File: config.mk
export PLATFORM = sky130hd
export DESIGN_NAME = t16c_top
export DESIGN_NICKNAME = d
export VERILOG_FILES = /design/src/design/t16c_top.v
export VERILOG_INCLUDE_DIRS = /design/src /design/src/design
export SDC_FILE = /design/constraint.sdc
export NUM_CORES = 1
export LEC_CHECK = 0
export BUFFER_PORTS_ARGS = -buffer_cell sky130_fd_sc_hd__buf_2
export CAP_MARGIN = 20
export CORE_UTILIZATION = 30
export CTS_CLUSTER_DIAMETER = 120
export CTS_CLUSTER_SIZE = 28
export DETAILED_ROUTE_END_ITERATION = 8
export HOLD_SLACK_MARGIN = 0.05
export PLACE_DENSITY = 0.59
export SLEW_MARGIN = 40
export SYNTH_ARGS = -nofsm -noshare
export SYNTH_HDL_FRONTEND = slang
export SYNTH_SLANG_ARGS = --single-unit
File: constraint.sdc
create_clock -name clock -period 1.95 [get_ports clock]
set_input_delay 0.0975 -clock clock [delete_from_list [all_inputs] [get_ports clock]]
set_output_delay 0.0975 -clock clock [all_outputs]
set_load 0.01 [all_outputs]
File: src/design/t16c_defines.vh
`ifndef T16C_DEFINES_VH
`define T16C_DEFINES_VH

`define T16C_ADDR_FLAGS    8'h0B
`define T16C_ADDR_MASK     8'h0C
`define T16C_ADDR_CAP_LO   8'h24
`define T16C_ADDR_CAP_HI   8'h25

`define T16C_BIT_CAPTURE   5
`define T16C_BIT_MATCH_B   2
`define T16C_BIT_MATCH_A   1
`define T16C_BIT_WRAP      0
`define T16C_IRQ_BITS      8'h27

`define T16C_RESET_FLAGS   8'h00
`define T16C_RESET_MASK    8'h00
`define T16C_RESET_CAPTURE 16'h0000

`define T16C_CS_STOP       3'h0
`define T16C_CS_DIRECT     3'h1
`define T16C_CS_DIV8       3'h2
`define T16C_CS_DIV64      3'h3
`define T16C_CS_DIV256     3'h4
`define T16C_CS_DIV1024    3'h5
`define T16C_CS_PIN_FALL   3'h6
`define T16C_CS_PIN_RISE   3'h7

`define T16C_PRESC_WIDTH   10
`define T16C_TAP8          10'h007
`define T16C_TAP64         10'h03F
`define T16C_TAP256        10'h0FF
`define T16C_TAP1024       10'h3FF

`define T16C_WGM_PFC_CAP   4'h8
`define T16C_WGM_PC_CAP    4'hA
`define T16C_WGM_CTC_CAP   4'hC
`define T16C_WGM_FAST_CAP  4'hE

`endif

File: src/design/t16c_top.v
// Chosen here: strobed register access.
`timescale 1ns/1ns
`include "t16c_defines.vh"

module t16c_top (
  clock,
  rst_b,
  reg_addr,
  reg_wdata,
  reg_wr,
  reg_rd,
  reg_rdata,
  counter_value,
  compare_a_value,
  compare_b_value,
  counter_wrap,
  waveform_mode_bits,
  clock_select_bits,
  clock_select_t0_bits,
  prescaler_reset,
  capture_pin,
  comparator_out,
  comparator_capture_sel,
  capture_edge_select,
  ext_count_pin,
  ext_count_pin_t0,
  global_irq_en,
  irq_ack,
  irq_req,
  count_tick,
  count_tick_t0,
  capture_top,
  temp_byte
);
  input  wire        clock;
  input  wire        rst_b;
  input  wire [7:0]  reg_addr;
  input  wire [7:0]  reg_wdata;
  input  wire        reg_wr;
  input  wire        reg_rd;
  output reg  [7:0]  reg_rdata;
  input  wire [15:0] counter_value;
  input  wire [15:0] compare_a_value;
  input  wire [15:0] compare_b_value;
  input  wire        counter_wrap;
  input  wire [3:0]  waveform_mode_bits;
  input  wire [2:0]  clock_select_bits;
  input  wire [2:0]  clock_select_t0_bits;
  input  wire        prescaler_reset;
  input  wire        capture_pin;
  input  wire        comparator_out;
  input  wire        comparator_capture_sel;
  input  wire        capture_edge_select;
  input  wire        ext_count_pin;
  input  wire        ext_count_pin_t0;
  input  wire        global_irq_en;
  input  wire [3:0]  irq_ack;
  output wire [3:0]  irq_req;
  output wire        count_tick;
  output wire        count_tick_t0;
  output wire [15:0] capture_top;
  output wire [7:0]  temp_byte;

  // ----------------------------------------------------------------
  // Helpers
  // ----------------------------------------------------------------

  // True on the last count of a power-of-two tap
  function tap_hit;
    input [9:0]  pv;
    input [9:0]  mask;
    begin
      tap_hit = ((pv & mask) == mask);
    end
  endfunction

  // Tick for one timer from its own select; pin edges skip the taps
  function tick_for;
    input [2:0]  sel;
    input [9:0]  pv;
    input        rise;
    input        fall;
    begin
      case (sel)
        `T16C_CS_STOP:     tick_for = 1'b0;
        `T16C_CS_DIRECT:   tick_for = 1'b1;
        `T16C_CS_DIV8:     tick_for = tap_hit(pv, `T16C_TAP8);
        `T16C_CS_DIV64:    tick_for = tap_hit(pv, `T16C_TAP64);
        `T16C_CS_DIV256:   tick_for = tap_hit(pv, `T16C_TAP256);
        `T16C_CS_DIV1024:  tick_for = tap_hit(pv, `T16C_TAP1024);
        `T16C_CS_PIN_FALL: tick_for = fall;
        `T16C_CS_PIN_RISE: tick_for = rise;
        default:           tick_for = 1'b0;
      endcase
    end
  endfunction

  // Packs the four event bits into register positions
  function [7:0] irq_pack;
    input [3:0] ev;
    begin
      irq_pack = 8'h00;
      irq_pack[`T16C_BIT_CAPTURE] = ev[3];
      irq_pack[`T16C_BIT_MATCH_B] = ev[2];
      irq_pack[`T16C_BIT_MATCH_A] = ev[1];
      irq_pack[`T16C_BIT_WRAP]    = ev[0];
    end
  endfunction

  // ----------------------------------------------------------------
  // Registers
  // ----------------------------------------------------------------

  reg  [7:0]  irq_flags;
  reg  [7:0]  irq_mask;
  reg  [15:0] capture_value;
  reg  [7:0]  temp_high;
  reg  [9:0]  presc;

  reg         ext_latch;
  reg         ext_sync;
  reg         ext_prev;
  reg         ext_old;
  reg         ext_latch_t0;
  reg         ext_sync_t0;
  reg         ext_prev_t0;
  reg         ext_old_t0;

  reg         cap_meta;
  reg         cap_sync;
  reg         cap_prev;

  reg  [7:0]  next_flags;
  reg  [7:0]  flag_set;
  reg  [7:0]  flag_clear;

  wire        wr_flags;
  wire        wr_mask;
  wire        wr_cap_lo;
  wire        wr_cap_hi;
  wire        rd_cap_lo;
  wire        cap_is_top;
  wire        cap_src;
  wire        cap_edge;
  wire        cap_event;
  wire        ext_rise;
  wire        ext_fall;
  wire        ext_rise_t0;
  wire        ext_fall_t0;

  assign wr_flags  = reg_wr & (reg_addr == `T16C_ADDR_FLAGS);
  assign wr_mask   = reg_wr & (reg_addr == `T16C_ADDR_MASK);
  assign wr_cap_lo = reg_wr & (reg_addr == `T16C_ADDR_CAP_LO);
  assign wr_cap_hi = reg_wr & (reg_addr == `T16C_ADDR_CAP_HI);
  assign rd_cap_lo = reg_rd & (reg_addr == `T16C_ADDR_CAP_LO);

  // ----------------------------------------------------------------
  // Mode decode
  // ----------------------------------------------------------------

  // Modes 8, 10, 12 and 14 take the period from the capture register;
  // the reserved mode 13 is left out on purpose
  assign cap_is_top = (waveform_mode_bits == `T16C_WGM_PFC_CAP) |
                      (waveform_mode_bits == `T16C_WGM_PC_CAP)  |
                      (waveform_mode_bits == `T16C_WGM_CTC_CAP) |
                      (waveform_mode_bits == `T16C_WGM_FAST_CAP);

  assign capture_top = capture_value;
  assign temp_byte   = temp_high;

  // ----------------------------------------------------------------
  // Shared prescaler
  // ----------------------------------------------------------------

  // Free running; select changes never touch it, so the first
  // prescaled count lands 1 to N clocks after selection
  always @(posedge clock or negedge rst_b) begin
    if (!rst_b) begin
      presc <= 10'h000;
    end else if (prescaler_reset) begin
      presc <= 10'h000;
    end else begin
      presc <= presc + 10'h001;
    end
  end

  // ----------------------------------------------------------------
  // Count pin sampling, timer16
  // ----------------------------------------------------------------

  // A high-phase latch ahead of a rising-edge flop passes on what the
  // pin showed at the falling edge; a falling-edge flop does the same
  // job without level-sensitive storage in the netlist
  always @(negedge clock or negedge rst_b) begin
    if (!rst_b) begin
      ext_latch <= 1'b0;
    end else begin
      ext_latch <= ext_count_pin;
    end
  end

  // Sync stage, then two history stages; the edge is read between the
  // history stages so a pin edge reaches the counter 2.5 to 3.5 clocks
  // later, whatever its phase against the clock
  always @(posedge clock or negedge rst_b) begin
    if (!rst_b) begin
      ext_sync <= 1'b0;
      ext_prev <= 1'b0;
      ext_old  <= 1'b0;
    end else begin
      ext_sync <= ext_latch;
      ext_prev <= ext_sync;
      ext_old  <= ext_prev;
    end
  end

  // All stages reset low like an idle pin, so no false edge follows
  // reset; a pin already high at reset gives one rising tick
  assign ext_rise = ext_prev & ~ext_old;
  assign ext_fall = ~ext_prev & ext_old;

  // ----------------------------------------------------------------
  // Count pin sampling, other timer
  // ----------------------------------------------------------------

  // Same chain as above for the other timer's pin
  always @(negedge clock or negedge rst_b) begin
    if (!rst_b) begin
      ext_latch_t0 <= 1'b0;
    end else begin
      ext_latch_t0 <= ext_count_pin_t0;
    end
  end

  always @(posedge clock or negedge rst_b) begin
    if (!rst_b) begin
      ext_sync_t0 <= 1'b0;
      ext_prev_t0 <= 1'b0;
      ext_old_t0  <= 1'b0;
    end else begin
      ext_sync_t0 <= ext_latch_t0;
      ext_prev_t0 <= ext_sync_t0;
      ext_old_t0  <= ext_prev_t0;
    end
  end

  assign ext_rise_t0 = ext_prev_t0 & ~ext_old_t0;
  assign ext_fall_t0 = ~ext_prev_t0 & ext_old_t0;

  // ----------------------------------------------------------------
  // Timer clock enables
  // ----------------------------------------------------------------

  // Pin edges go straight to the tick; no divider sits in their path.
  // Counter moves on the edge after the tick.
  assign count_tick = tick_for(clock_select_bits, presc,
                               ext_rise, ext_fall);
  assign count_tick_t0 = tick_for(clock_select_t0_bits, presc,
                                  ext_rise_t0, ext_fall_t0);

  // ----------------------------------------------------------------
  // Capture input
  // ----------------------------------------------------------------

  assign cap_src = comparator_capture_sel ? comparator_out : capture_pin;

  // Two sync flops, then one history flop for the edge; switching the
  // source can itself look like an edge, so clear the flag afterwards
  always @(posedge clock or negedge rst_b) begin
    if (!rst_b) begin
      cap_meta <= 1'b0;
      cap_sync <= 1'b0;
      cap_prev <= 1'b0;
    end else begin
      cap_meta <= cap_src;
      cap_sync <= cap_meta;
      cap_prev <= cap_sync;
    end
  end

  assign cap_edge  = capture_edge_select ? (cap_sync & ~cap_prev)
                                         : (~cap_sync & cap_prev);
  // Input is cut off while the register defines the period
  assign cap_event = cap_edge & ~cap_is_top;

  // ----------------------------------------------------------------
  // Capture register and shared high-byte latch
  // ----------------------------------------------------------------

  // A capture in the same cycle as a software low-byte write wins,
  // since the snapshot of the counter is the more perishable value
  always @(posedge clock or negedge rst_b) begin
    if (!rst_b) begin
      capture_value <= `T16C_RESET_CAPTURE;
      temp_high     <= 8'h00;
    end else begin
      if (cap_event) begin
        capture_value <= counter_value;
      end else if (wr_cap_lo) begin
        capture_value <= {temp_high, reg_wdata};
      end
      // A low-byte read parks the high byte so a later high read
      // returns the same snapshot
      if (wr_cap_hi) begin
        temp_high <= reg_wdata;
      end else if (rd_cap_lo) begin
        temp_high <= capture_value[15:8];
      end
    end
  end

  // ----------------------------------------------------------------
  // Interrupt flags and mask
  // ----------------------------------------------------------------

  // Forced compare strobes are not inputs here, so only a real
  // equality on a timer tick can set a match flag
  always @* begin
    flag_set = irq_pack({
      cap_event | (cap_is_top & count_tick &
                   (counter_value == capture_value)),
      count_tick & (counter_value == compare_b_value),
      count_tick & (counter_value == compare_a_value),
      counter_wrap});
    flag_clear = irq_pack(irq_ack);
    if (wr_flags) begin
      flag_clear = flag_clear | (reg_wdata & `T16C_IRQ_BITS);
    end
    next_flags = ((irq_flags & ~flag_clear) | flag_set) & `T16C_IRQ_BITS;
  end

  always @(posedge clock or negedge rst_b) begin
    if (!rst_b) begin
      irq_flags <= `T16C_RESET_FLAGS;
      irq_mask  <= `T16C_RESET_MASK;
    end else begin
      irq_flags <= next_flags;
      // Reserved positions never store, so they read back zero
      if (wr_mask) begin
        irq_mask <= reg_wdata & `T16C_IRQ_BITS;
      end
    end
  end

  // Requests are combinational so the vector logic sees a flag in the
  // cycle it is set; the global enable gates all four together
  assign irq_req = {irq_flags[`T16C_BIT_CAPTURE] & irq_mask[`T16C_BIT_CAPTURE],
                    irq_flags[`T16C_BIT_MATCH_B] & irq_mask[`T16C_BIT_MATCH_B],
                    irq_flags[`T16C_BIT_MATCH_A] & irq_mask[`T16C_BIT_MATCH_A],
                    irq_flags[`T16C_BIT_WRAP]    & irq_mask[`T16C_BIT_WRAP]}
                   & {4{global_irq_en}};

  // ----------------------------------------------------------------
  // Read port
  // ----------------------------------------------------------------

  // High byte reads return the latch, so a low-then-high pair is atomic
  always @(posedge clock or negedge rst_b) begin
    if (!rst_b) begin
      reg_rdata <= 8'h00;
    end else if (reg_rd) begin
      case (reg_addr)
        `T16C_ADDR_FLAGS:  reg_rdata <= irq_flags;
        `T16C_ADDR_MASK:   reg_rdata <= irq_mask;
        `T16C_ADDR_CAP_LO: reg_rdata <= capture_value[7:0];
        `T16C_ADDR_CAP_HI: reg_rdata <= temp_high;
        default:           reg_rdata <= 8'h00;
      endcase
    end else begin
      reg_rdata <= 8'h00;
    end
  end

endmodule

==> impl_results.md <==
- I/O Pins: around 130
- Setup_tns: 0 ps
- # placed instances: 607
- Clock-pin slew on the worst setup and hold paths: around 50 ps
- Skew-Pair Late Insertion Delay: ~330 ps
- Synth warn: 0
- Worst-Margin Slew: around 580 ps
- Total CTS buffers: 9
- Vias: 3238
- Fmax: 514.0 MHz
- WP buf/inv: 2
- Initial antenna violation count: 0
- Top cell type's share of synthesized area: 42.16%
- Global-route wire length before repair: 15.85 mm
- Crit path launch type: flop
- Largest net degree at the start of global routing: 60
- Drt initial violations: 236
- Static leakage: about 2.2 nW
- Port-buffer cells: 126
- Worst VDD drop: 0.0004630 V
- Grt total ovfl: 0
- RSZ-0062 raised after global routing: true
- Fill count: 1120
- Ys flop type: dfrtp_1
- Row count: 39
- Vias in the first global route: around 3000
- #FFs+latches synth: 61
- Worst slew margin: between 60% and 70%
- Syn Inst Count: between 300 and 400
- Combinational power share: approximately a fifth
- GRT Util Overall: 17.85%
- Fin nets: 582
- Die ar.: 12110 um2
- Finished Layout Cells: 637
- Global placement routability congestion: 0.8390
- Sw power: 1.126 mW
- Syn_nets: approximately 430
- Final hold vios: 0
- Vias/cell: 5.083
- CTS max path bufs: 2
- Top-count cell post-synth: dfrtp_1
- Sw frac: 27.58%
- Residual DRC: 0
- Layout cells sized above 1: 35.63%
- Crit path max-delay family: simple AND/OR/NAND/NOR gates
- Critical path's slowest cell: dfrtp_1
- Tmin final: 1946 ps
- Min-delay worst type: input pin to flop
- Clk root buf: clkbuf_16
- Post-synth EDFFs: 0
- WP data required: 1850 ps
- Seq pwr share: 38.8%
- Fraction of registers with async set/reset: 100.0%
- Antenna-violating nets left: 0
- Critical path arrival: 1850 ps
- Final setup fails: 0
- Chip width: around 110 um
- CP max FO: 3
- PwrDens: 849.3 nW/um2
- DP HPWL: 8.077 mm
- Area leader, netlist: dfrtp_1
- Clock sinks: 61
- Clk pwr share: 42.3%
- CP cell instances: ha_2, nand4_1, buf_4, or2_4, a21o_1, a41oi_2, buf_2
- Internal Pwr Total: between 2 and 3 mW
- CP endpoint kind: output port
- DRT Wirelength: 10.47 mm
- TritonCTS clock tree: built
- Top post-synthesis cells by count: 59 x dfrtp_1, 49 x xnor2_1, 27 x nor2_1, 20 x mux2i_1
- Post-route clock period utilization: 99.77%
- Core ar.: 11420 um2
- Status: complete, no violations
- Drt wl/cell: ~16 um
- Top cells by area, synth: dfrtp_1 42%, xnor2_1 12%, mux2i_1 5.7%
- Htree depth: 3
- Pre-antenna DRT Iters: 4
- Max-cap viol count: 0
- Kind of critical path: flop to output port
- Hold_ws: between 70 and 80 ps
- Post-synth cell types: 49
- Post-Syn Area: roughly 3500 um2
- Post-synthesis sequential area ratio: 43.59%
- CP max stage delay: around 350 ps
- Pins Over Slew Limit: 0
- Die height: 110.0 um
- Clk_skew: 7.397 ps
- N_diodes: 0
- Initial core utilization: a little under a third
- Mean Syn Cell Area: around 10 um2
- Area Overhead vs Synth: 37.30%
## layer usage
| layer | share of wire [%] | wire, um | global-route usage, % |
|---|---|---|---|
| met5 | 0 | 0 | 0 |
| met1 | 45 | 4730 | 24.50 |
| met4 | 2.9 | 306 | 8.190 |
| met3 | 6.9 | 723 | 3.939 |
| met2 | 45 | 4707 | 26.70 |
## worst min-delay path, delay by kind of cell
kind	cells	cell delay, ps
buffers and inverters	1	100
AO/OA/AOI/OAI	1	90
AND/OR/NAND/NOR	1	70
## cells by family after synthesis
family | count (synthesis) | share of synthesized area [%]
compound gates | 63 | 11.83
xor+xnor | 55 | 13.75
fa+ha+maj | 2 | 0.7144
buf+inv | 18 | 2.394
flops | 61 | 43.59
mux | 25 | 7.324
simple gates | 117 | 20.40
## flip-flops by register name (all words and copies together), names as in the netlist, 4 cells and up
name,count
presc,10
irq_flags,4
capture_top,16
temp_byte,8
reg_rdata,8
irq_mask,4
## path summary, 6_finish.rpt
path	startpoint	end	slack (ps)	depth (start not counted)
max	presc[1]$_DFF_PN0_	count_tick_t0	4	7
min	reg_wdata[3]	temp_byte[3]$_DFFE_PN0P_	70	3
max reg2reg	presc[1]$_DFF_PN0_	irq_flags[2]$_DFF_PN0_	210	7
min reg2reg	cap_meta$_DFF_PN0_	cap_sync$_DFF_PN0_	340	0
max in group asynchronous	rst_b	ext_latch$_DFF_NN0_	770	2
min in group asynchronous	rst_b	presc[3]$_DFF_PN0_	510	3
## metrics by stage
step                total power [mW]  instance area [um2]  util [%]  setup WS, ps
floorplan                      1.928                 3502         -         298.5
global placement               2.327                 4317     37.80         182.0
detailed placement             2.341                 4317     37.80         158.6
CTS                            4.102                 4751     41.61        -4.769
global route                   4.264                 4808     42.11        -88.17
finish                         4.084                 4808     42.11         4.496
## final cells by class
class                           count  area, um2  share of cell area [%]
Sequential cell                    61       1526                   31.75
Tap cell                          143      178.9                   3.721
Multi-Input combinational cell    262       1937                   40.28
Timing Repair Buffer              147      809.5                   16.84
Clock inverter                      4      70.07                   1.457
Clock buffer                       12      256.5                   5.334
Inverter                            8      30.03                  0.6245
## power by group through the flow
| stage | combinational (mW) | clock, mW | sequential, mW |
|---|---|---|---|
| 2_1_floorplan | 0.344 | 0 | 1.58 |
| 3_3_place_gp | 0.733 | 0 | 1.59 |
| 3_5_place_dp | 0.743 | 0 | 1.60 |
| 4_1_cts | 0.767 | 1.76 | 1.58 |
| 5_1_grt | 0.844 | 1.83 | 1.59 |
| 6_report | 0.771 | 1.73 | 1.58 |
## timing repair
action                                  CTS  global route
hold endpoints to repair                  5            59
endpoints found under the setup margin    2             2
pin swaps                                 6             3
setup buffers                             4             3
gates resized for setup                   4             3
hold buffers                              6             1
## cells in the final DEF (no fill, tap or decap), drive strengths merged, types with 8 or more instances in the layout
cell / n
xnor2: 49
clkbuf: 12
nand2: 13
mux2i: 20
o21ai: 14
a22oi: 8
nand4: 17
inv: 8
buf: 140
dfrtp: 59
a21oi: 16
nor2: 27
nand3: 11
Note: power is estimated with default switching activity, not from simulation.
